$ cat src/logic/ocs_pkg.sv
// clock source select and switch-over: shared constants, states and carriers
// assumes a single 125 MHz register clock; source clocks arrive as sampled levels
package ocs_pkg;

  // ********************************
  // register port
  // ********************************
  localparam int ADDR_W = 4;
  localparam int DATA_W = 8;

  localparam logic [3:0] ADDR_OSC_STATUS = 4'h0;
  localparam logic [3:0] ADDR_SECOND_CONFIG = 4'h1;
  localparam logic [3:0] ADDR_PORT_A_PULLUP = 4'h2;

  // oscillator_status_register fields
  localparam int BIT_EXT_REQUEST = 0;
  localparam int BIT_EXT_ENGAGED = 1;
  // second_config_register field clock_source_select[1:0]
  localparam int SEL_LSB = 0;
  localparam int SEL_MSB = 1;
  // port_a_pullup_register field clock_output_pin_select
  localparam int BIT_PIN_SELECT = 7;

  localparam logic [DATA_W-1:0] DATA_ZERO = 8'h00;

  // ********************************
  // clock source codes
  // ********************************
  localparam logic [1:0] SRC_INTERNAL = 2'h0;
  localparam logic [1:0] SRC_EXTERNAL = 2'h1;
  localparam logic [1:0] SRC_RC = 2'h2;
  localparam logic [1:0] SRC_CRYSTAL = 2'h3;
  localparam logic [1:0] SEL_RESET = SRC_INTERNAL;

  // rising edges of the new source seen before the switch
  localparam logic [1:0] EDGES_NEEDED = 2'h2;
  localparam logic [1:0] EDGE_ZERO = 2'h0;
  localparam logic [1:0] EDGE_ONE = 2'h1;

  // nominal internal oscillator frequency, kHz
  localparam int INTERNAL_NOMINAL_KHZ = 12800;

  // ********************************
  // types
  // ********************************
  typedef enum logic [2:0] {
    OCS_ST_INTERNAL,
    OCS_ST_CHECK,
    OCS_ST_SWAP,
    OCS_ST_HALT,
    OCS_ST_EXTERNAL
  } ocs_state_t;

  typedef struct packed {
    logic internal_en;
    logic rc_en;
    logic crystal_en;
  } ocs_osc_en_t;

  typedef struct packed {
    logic drive;
    logic oe;
  } ocs_pin_t;

endpackage

$ cat src/logic/ocs_clk_out.sv
// output stage: quad_rate_clock and double_rate_clock from the selected source level
// assumes src_lvl_i is already glitch-free and sampled on ref_clk_i
`timescale 1ns/1ps
`default_nettype none
module ocs_clk_out (
  input wire logic ref_clk_i,
  input wire logic rst_b_i,
  input wire logic src_lvl_i,
  input wire logic stop_mode_i,
  output logic quad_rate_clock_o,
  output logic double_rate_clock_o
);

  logic run_r;
  logic run_nxt;
  logic quad_r;
  logic quad_nxt;
  logic double_r;
  logic double_nxt;

  // ********************************
  // gating and division
  // ********************************
  // stop gate only moves while the source is low, so no high phase is cut short
  always_comb begin
    run_nxt = src_lvl_i ? run_r : ~stop_mode_i;
    quad_nxt = src_lvl_i & run_r;
    double_nxt = (quad_nxt & ~quad_r) ? ~double_r : double_r;
  end

  always_ff @(posedge ref_clk_i or negedge rst_b_i) begin
    if (!rst_b_i) begin
      run_r <= 1'b1;
      quad_r <= 1'b0;
      double_r <= 1'b0;
    end else begin
      run_r <= run_nxt;
      quad_r <= quad_nxt;
      double_r <= double_nxt;
    end
  end

  assign quad_rate_clock_o = quad_r;
  assign double_rate_clock_o = double_r;
endmodule // ocs_clk_out
`default_nettype wire

$ cat src/logic/ocs_switch.sv
// clock source select, internal-to-external switch-over and clock pin control
// assumes source clocks and pins are sampled synchronously to ref_clk_i
// Function
// software may precharge a crystal by driving port A bit four high first.
// a non-internal source makes the input pin a clock input; crystal owns output pin.
// software waits for the external source to settle, about 4096 crystal cycles.
// software then sets the external clock request bit.
// after the request, two rising edges of the new source are awaited.
// the switch from internal to external clock is glitch-free.
// engaged status is set first, then the internal oscillator is stopped.
// once switched, only reset restarts the internal oscillator.
// no clock monitor after the switch and no fallback to internal.
// external mode uses the input pin as quad rate, halved for double rate.
// internal or RC: pin select picks port bit or quad clock; crystal: amplifier output.
// external mode dedicates the output pin to port A bit four; select ignored.
// oscillator run enable gates the crystal, RC or internal oscillator in use.
// quad rate clock equals the selected source clock.
// double rate clock is half the quad rate clock.
// wait mode leaves the oscillator and both output clocks running.
// stop mode stops the source output and so both clocks.
// break state keeps both clocks running.
// select codes: 00 internal, 01 external, 10 RC, 11 crystal.
// internal oscillator is nominally 12.8 MHz, trimmable.
// reset clears the request; it is ignored in bypass and test modes. Here only bypass_mode_i blocks it; there is no test mode input.
// engaged bit is read-only, one while an external source drives the clock.
// out of reset the internal oscillator is the source.
// with internal selected, the request causes no switch.
`timescale 1ns/1ps
`default_nettype none
module ocs_switch (
  input wire logic ref_clk_i,
  input wire logic rst_b_i,
  // register port
  input wire logic [ocs_pkg::ADDR_W-1:0] reg_addr_i,
  input wire logic [ocs_pkg::DATA_W-1:0] reg_wdata_i,
  input wire logic reg_wr_i,
  input wire logic reg_rd_i,
  output logic [ocs_pkg::DATA_W-1:0] reg_rdata_o,
  // source clocks
  input wire logic internal_clock_i,
  input wire logic rc_clock_i,
  input wire logic crystal_clock_i,
  input wire logic osc_input_pin_i,
  // system integration unit
  input wire logic oscillator_run_enable_i,
  input wire logic stop_mode_i,
  input wire logic bypass_mode_i,
  output logic quad_rate_clock_o,
  output logic double_rate_clock_o,
  output ocs_pkg::ocs_osc_en_t osc_en_o,
  output logic osc_input_is_clock_o,
  // clock output pin and port A bit four
  input wire logic osc_output_pin_i,
  output logic osc_output_pin_o,
  output logic osc_output_pin_oe_o,
  output logic crystal_amp_on_pin_o,
  input wire logic port_a_bit_four_out_i,
  input wire logic port_a_bit_four_oe_i,
  output logic port_a_bit_four_in_o
);

  // ********************************
  // register file
  // ********************************
  logic req_r;
  logic req_nxt;
  logic [1:0] sel_r;
  logic [1:0] sel_nxt;
  logic pin_sel_r;
  logic pin_sel_nxt;
  logic [ocs_pkg::DATA_W-1:0] rdata_r;
  logic [ocs_pkg::DATA_W-1:0] rdata_nxt;

  ocs_pkg::ocs_state_t state_r;
  ocs_pkg::ocs_state_t state_nxt;
  logic [1:0] edge_cnt_r;
  logic [1:0] edge_cnt_nxt;
  logic use_ext_r;
  logic use_ext_nxt;
  logic engaged_r;
  logic engaged_nxt;
  logic int_off_r;
  logic int_off_nxt;
  logic ext_prev_r;
  logic ext_lvl;
  logic ext_rise;
  logic src_lvl;
  ocs_pkg::ocs_pin_t pin;

  always_comb begin
    req_nxt = req_r;
    sel_nxt = sel_r;
    pin_sel_nxt = pin_sel_r;
    rdata_nxt = ocs_pkg::DATA_ZERO;
    if (reg_wr_i) begin
      case (reg_addr_i)
        ocs_pkg::ADDR_OSC_STATUS: begin
          req_nxt = reg_wdata_i[ocs_pkg::BIT_EXT_REQUEST];
        end
        ocs_pkg::ADDR_SECOND_CONFIG: begin
          // source is frozen once a switch is under way, so the mux never sees a new input mid-switch
          if (state_r == ocs_pkg::OCS_ST_INTERNAL) begin
            sel_nxt = reg_wdata_i[ocs_pkg::SEL_MSB:ocs_pkg::SEL_LSB];
          end
        end
        ocs_pkg::ADDR_PORT_A_PULLUP: begin
          pin_sel_nxt = reg_wdata_i[ocs_pkg::BIT_PIN_SELECT];
        end
        default: begin
        end
      endcase
    end
    if (reg_rd_i) begin
      case (reg_addr_i)
        ocs_pkg::ADDR_OSC_STATUS: begin
          rdata_nxt[ocs_pkg::BIT_EXT_REQUEST] = req_r;
          rdata_nxt[ocs_pkg::BIT_EXT_ENGAGED] = engaged_r;
        end
        ocs_pkg::ADDR_SECOND_CONFIG: begin
          rdata_nxt[ocs_pkg::SEL_MSB:ocs_pkg::SEL_LSB] = sel_r;
        end
        ocs_pkg::ADDR_PORT_A_PULLUP: begin
          rdata_nxt[ocs_pkg::BIT_PIN_SELECT] = pin_sel_r;
        end
        default: begin
          rdata_nxt = ocs_pkg::DATA_ZERO;
        end
      endcase
    end
  end

  always_ff @(posedge ref_clk_i or negedge rst_b_i) begin
    if (!rst_b_i) begin
      req_r <= 1'b0;
      sel_r <= ocs_pkg::SEL_RESET;
      pin_sel_r <= 1'b0;
      rdata_r <= ocs_pkg::DATA_ZERO;
    end else begin
      req_r <= req_nxt;
      sel_r <= sel_nxt;
      pin_sel_r <= pin_sel_nxt;
      rdata_r <= rdata_nxt;
    end
  end

  assign reg_rdata_o = rdata_r;

  // ********************************
  // source selection
  // ********************************
  always_comb begin
    case (sel_r)
      ocs_pkg::SRC_EXTERNAL: ext_lvl = osc_input_pin_i;
      ocs_pkg::SRC_RC: ext_lvl = rc_clock_i;
      ocs_pkg::SRC_CRYSTAL: ext_lvl = crystal_clock_i;
      default: ext_lvl = 1'b0;
    endcase
  end

  assign ext_rise = ext_lvl & ~ext_prev_r;
  // internal path carries the nominal INTERNAL_NOMINAL_KHZ clock until the switch
  assign src_lvl = use_ext_r ? ext_lvl : internal_clock_i;

  always_ff @(posedge ref_clk_i or negedge rst_b_i) begin
    if (!rst_b_i) begin
      ext_prev_r <= 1'b0;
    end else begin
      ext_prev_r <= ext_lvl;
    end
  end

  // ********************************
  // switch-over sequence
  // ********************************
  always_comb begin
    state_nxt = state_r;
    edge_cnt_nxt = edge_cnt_r;
    use_ext_nxt = use_ext_r;
    engaged_nxt = engaged_r;
    int_off_nxt = int_off_r;
    case (state_r)
      ocs_pkg::OCS_ST_INTERNAL: begin
        edge_cnt_nxt = ocs_pkg::EDGE_ZERO;
        if (req_r && sel_r != ocs_pkg::SRC_INTERNAL && !bypass_mode_i) begin
          state_nxt = ocs_pkg::OCS_ST_CHECK;
        end
      end
      ocs_pkg::OCS_ST_CHECK: begin
        if (!req_r) begin
          state_nxt = ocs_pkg::OCS_ST_INTERNAL;
        end else if (ext_rise) begin
          edge_cnt_nxt = edge_cnt_r + ocs_pkg::EDGE_ONE;
          if (edge_cnt_r == ocs_pkg::EDGES_NEEDED - ocs_pkg::EDGE_ONE) begin
            state_nxt = ocs_pkg::OCS_ST_SWAP;
          end
        end
      end
      ocs_pkg::OCS_ST_SWAP: begin
        // both sources low: the mux flips inside a low phase, so no runt pulse
        if (!req_r) begin
          state_nxt = ocs_pkg::OCS_ST_INTERNAL;
        end else if (!internal_clock_i && !ext_lvl) begin
          use_ext_nxt = 1'b1;
          engaged_nxt = 1'b1;
          state_nxt = ocs_pkg::OCS_ST_HALT;
        end
      end
      ocs_pkg::OCS_ST_HALT: begin
        int_off_nxt = 1'b1;
        state_nxt = ocs_pkg::OCS_ST_EXTERNAL;
      end
      ocs_pkg::OCS_ST_EXTERNAL: begin
        // no clock monitor: nothing here leads back, only reset does
        state_nxt = ocs_pkg::OCS_ST_EXTERNAL;
      end
      default: begin
        state_nxt = ocs_pkg::OCS_ST_INTERNAL;
      end
    endcase
  end

  always_ff @(posedge ref_clk_i or negedge rst_b_i) begin
    if (!rst_b_i) begin
      state_r <= ocs_pkg::OCS_ST_INTERNAL;
      edge_cnt_r <= ocs_pkg::EDGE_ZERO;
      use_ext_r <= 1'b0;
      engaged_r <= 1'b0;
      int_off_r <= 1'b0;
    end else begin
      state_r <= state_nxt;
      edge_cnt_r <= edge_cnt_nxt;
      use_ext_r <= use_ext_nxt;
      engaged_r <= engaged_nxt;
      int_off_r <= int_off_nxt;
    end
  end

  // ********************************
  // oscillator enables and input pin
  // ********************************
  always_comb begin
    osc_en_o.internal_en = oscillator_run_enable_i & ~int_off_r;
    osc_en_o.rc_en = oscillator_run_enable_i & (sel_r == ocs_pkg::SRC_RC);
    osc_en_o.crystal_en = oscillator_run_enable_i & (sel_r == ocs_pkg::SRC_CRYSTAL);
  end

  assign osc_input_is_clock_o = (sel_r != ocs_pkg::SRC_INTERNAL);

  // ********************************
  // output clocks
  // ********************************
  // wait and break have no input here: only stop gates the clocks
  ocs_clk_out u_clk_out (
    .ref_clk_i(ref_clk_i),
    .rst_b_i(rst_b_i),
    .src_lvl_i(src_lvl),
    .stop_mode_i(stop_mode_i),
    .quad_rate_clock_o(quad_rate_clock_o),
    .double_rate_clock_o(double_rate_clock_o)
  );

  // ********************************
  // clock output pin
  // ********************************
  always_comb begin
    pin.drive = port_a_bit_four_out_i;
    pin.oe = port_a_bit_four_oe_i;
    case (sel_r)
      ocs_pkg::SRC_CRYSTAL: begin
        // pin belongs to the crystal amplifier, digital driver released
        pin.drive = 1'b0;
        pin.oe = 1'b0;
      end
      ocs_pkg::SRC_EXTERNAL: begin
        pin.drive = port_a_bit_four_out_i;
        pin.oe = port_a_bit_four_oe_i;
      end
      default: begin
        if (pin_sel_r) begin
          pin.drive = quad_rate_clock_o;
          pin.oe = 1'b1;
        end
      end
    endcase
  end

  assign osc_output_pin_o = pin.drive;
  assign osc_output_pin_oe_o = pin.oe;
  assign crystal_amp_on_pin_o = (sel_r == ocs_pkg::SRC_CRYSTAL);
  assign port_a_bit_four_in_o = (sel_r == ocs_pkg::SRC_CRYSTAL) ? 1'b0 : osc_output_pin_i;
endmodule // ocs_switch
`default_nettype wire

$ cat config.mk
export PLATFORM = sky130hd
export DESIGN_NAME = ocs_switch
export DESIGN_NICKNAME = d
export VERILOG_FILES = /design/src/logic/ocs_pkg.sv /design/src/logic/ocs_clk_out.sv /design/src/logic/ocs_switch.sv
export SDC_FILE = /design/constraint.sdc
export NUM_CORES = 1
export LEC_CHECK = 0
export ABC_AREA = 1
export BUFFER_PORTS_ARGS = -buffer_cell sky130_fd_sc_hd__buf_2
export CAP_MARGIN = 20
export CORE_MARGIN = 5
export CORE_UTILIZATION = 50
export CTS_CLUSTER_SIZE = 25
export DETAILED_ROUTE_END_ITERATION = 12
export PLACE_DENSITY = 0.83
export SYNTH_ARGS = -nofsm -noshare
export SYNTH_HDL_FRONTEND = slang
export SYNTH_SLANG_ARGS = --single-unit
$ cat constraint.sdc
create_clock -name ref_clk_i -period 1.8 [get_ports ref_clk_i]
set_input_delay 0.09 -clock ref_clk_i [delete_from_list [all_inputs] [get_ports ref_clk_i]]
set_output_delay 0.09 -clock ref_clk_i [all_outputs]
set_load 0.005 [all_outputs]
==> results.yml <==
critical_path:
  cp_data_required_time_ns: 1.71
  crit_type: "reg -> out"
  cp_arrival_ns: 1.26
  worst-path-max-fanout: 8
  slowest_delay_ns: 0.50
  rr_worst_depth: 7
  worst_setup_path_end_kind: "output pin"
  critical_path.startpoint_type: "flop"
  crit_path_cell_trace: "inv_2 > nand3_1 > a21oi_1 > buf_2"
  slowest_stage: "sky130_fd_sc_hd__dfrtp_1"
grt:
  use_met1: 0.195
  grt_max_degree: 19
  grt.total_usage: 0.160
  grt_first_pass_wirelength_mm: 3.97
  overflow: 0
  globalRouteMet2Util: 0.260
  grt_pass1_vias: 962
  globalRouteMet3Util: 0.0557
  grt-busiest-layer: "met2"
  antenna_found_initial: 0
layout:
  final_instance_count_without_filler_cells: 195
  layout-drive-gt1-share: 0.327
  antenna_cells: 0
  fillCellCount: 160
  seqCellArea_um2: 452
  final_nets: 196
  multiInputGateArea_um2: 472
  area_delta_synth_final_pct: 21.3
sta:
  unrepaired_setup_endpoints_after_global_routing: "no"
  finalClockSkew_ns: 0.00122
  clock.fmax_ghz: 0.738
  final.min_clock_period_ns: 1.35
  finalCritPeriodShare: 0.753
  setup_viol: 0
  timing_max_transition_violations_final: 0
  tns_ns: 0
  finalHoldViolCount: 0
clock_tree:
  clk_root_buffer_cell: "sky130_fd_sc_hd__clkbuf_4"
  cts-htree-levels: 1
  cts_setup_buffers: 0
  tritoncts_num_sinks: 18
  insertion_delay_ns: 0.29
  numCtsBuffers: 3
  path_clk_slew_ns: 0.10
  cts_max_path_buffers: 2
  tritoncts: "done"
route:
  via_per_inst: 4.77
  drt-wirelength-per-cell_um: 11.7
  drtIter0Drc: 17
  detail-route-antenna-nets: 0
  totalWireLength_mm: 2.28
  drc_errors: 0
  dr.pass1.iters: 4
  vias: 930
placed_design:
  place.detailed.hpwl_mm: 1.82
  portBuffers: 33
  place.gp.congestion: 0.822
  placed_cells_incl_taps: 189
floorplanning:
  die_height_um: 55.6
  initial_core_util: 0.525
  num_io_pins: 44
  fp-row-count: 16
  core_area_mm2: 0.00198
  die_w_um: 55.6
  design.die.area_mm2: 0.00309
synthesis:
  yosys.area.top_type: "sky130_fd_sc_hd__dfrtp_1"
  synth_area_per_cell_um2: 7.94
  yosys_reg_bits: 18
  area_contributors_post_synth: "sky130_fd_sc_hd__dfrtp_1, sky130_fd_sc_hd__nand2_1, sky130_fd_sc_hd__inv_1"
  ys_seq_area_frac: 0.434
  ys.warnings.count: 0
  synthMostInstantiatedCell: "sky130_fd_sc_hd__nand2_1"
  synth_enable_flop_cells: 0
  syn_area_mm2: 0.00104
  netlist.area_leader.share: 0.409
  synth_top_flop_cell: "sky130_fd_sc_hd__dfrtp_1"
  netlist_top_cells_count: "sky130_fd_sc_hd__nand2_1, sky130_fd_sc_hd__inv_1, sky130_fd_sc_hd__dfrtp_1"
  post_synth_inst_count: 131
  postSynth.asyncResetShare: 1.00
  ys_types: 26
hold_path:
  worst_hold_path_type: "in -> reg"
  worstHoldPathCells: 3
power:
  power_density_mw_per_mm2: 1120
  cellLeakagePower_nw: 0.700
  irDropWorstVdd_v: 0.000784
flow_run:
  maxCapViolCount: 0
outcome:
  outcome: "finished clean"
## worst max-delay path, delay by kind of cell (launching register included)
| family | cells | cell delay, ns |
|---|---|---|
| DFF | 1 | 0.50 |
| buffers and inverters | 2 | 0.27 |
| AOI/OAI and AO/OA | 1 | 0.13 |
| and+or+nand+nor | 1 | 0.07 |
## power breakdown
part	total, mW	internal (mW)	leakage [nW]	switching [mW]
registers	0.608	0.510	0.227	0.0981
clock network	0.250	0.123	0.0210	0.127
logic	0.552	0.221	0.452	0.331
total	1.41	0.854	0.700	0.557
## final timing paths
check / start / end / slack (ns)
worst max-delay path: sel_r[0] / osc_output_pin_o / 0.45
worst min-delay path: reg_wdata_i[1] / sel_r[1] / 0.03
worst max register to register: sel_r[0] / edge_cnt_r[1] / 0.51
worst min register to register: int_off_r / int_off_r / 0.47
max in group asynchronous: rst_b_i / u_clk_out.run_r / 1.24
min in group asynchronous: rst_b_i / pin_sel_r / 0.24
## per-stage QoR
step	hold WS, ns	setup WS, ns	instance area, um^2	utilization	power, mW
6_report	0.0346	0.445	1260	0.636	1.41
5_1_grt	0.0289	0.328	1260	0.636	1.55
4_1_cts	0.0259	0.430	1260	0.636	1.43
3_5_place_dp	0.0441	0.531	1200	0.608	1.17
3_3_place_gp	0.0366	0.583	1200	0.608	1.14
2_1_floorplan	-0.206	0.660	1050	-	0.998
## final cells by class
class                   instances  area share
clock buffers                   4      0.0288
inverters                      22      0.0655
multi-input cells              89       0.374
flip-flops and latches         18       0.358
well taps                      27      0.0268
repair buffers                 35       0.147
## state kept, by name, summed over array words and instances (netlist names)
register,flops
u_clk_out.run_r,1
u_clk_out.quad_rate_clock_o,1
pin_sel_r,1
sel_r,2
edge_cnt_r,2
reg_rdata_o,3
u_clk_out.double_rate_clock_o,1
req_r,1
int_off_r,1
engaged_r,1
ext_prev_r,1
state_r,3
## metal layers
metal	wire [um]	vias up	share of wire
li1	-	479	-
met1	1010	416	0.45
met2	1080	29	0.47
met3	138	6	0.061
met4	43	0	0.019
met5	0	-	0
## kinds of logic after synthesis
group	Yosys count	share of synthesized area
AO/OA/AOI/OAI	16	0.0830
other	1	0.00361
buffers and inverters	28	0.126
AND/OR/NAND/NOR	67	0.341
flip-flops	18	0.434
adder cells (fa/ha/maj)	1	0.0120
## what timing repair did
item	CTS	global route
gates resized for setup	0	0
endpoints found under the hold margin	18	0
hold buffers	2	0
setup endpoints to repair	0	0
## cell usage in the layout, fill, tap and decap left out
master                           n
sky130_fd_sc_hd__buf_2          33
sky130_fd_sc_hd__nand3_2         5
sky130_fd_sc_hd__dfrtp_1        17
sky130_fd_sc_hd__nor3_4          1
sky130_fd_sc_hd__or2_4           1
sky130_fd_sc_hd__clkbuf_4        3
sky130_fd_sc_hd__conb_1          5
sky130_fd_sc_hd__nand2_1        28
sky130_fd_sc_hd__o21ai_2         1
sky130_fd_sc_hd__inv_2           2
sky130_fd_sc_hd__nor2_2          1
sky130_fd_sc_hd__nor2_1         11
sky130_fd_sc_hd__nand4_1         4
sky130_fd_sc_hd__dlygate4sd3_1   2
sky130_fd_sc_hd__nand3b_1        2
sky130_fd_sc_hd__nor3_2          2
sky130_fd_sc_hd__a21oi_1         8
sky130_fd_sc_hd__o21ai_1         3
sky130_fd_sc_hd__dfstp_2         1
sky130_fd_sc_hd__o31ai_1         1
sky130_fd_sc_hd__nor3_1          1
sky130_fd_sc_hd__nand3_1         6
sky130_fd_sc_hd__nand2_2         4
sky130_fd_sc_hd__clkbuf_8        1
sky130_fd_sc_hd__nor4_1          1
sky130_fd_sc_hd__o21ai_0         3
sky130_fd_sc_hd__ha_1            1
sky130_fd_sc_hd__inv_1          20
No activity file was read; power rests on OpenSTA's default activity.
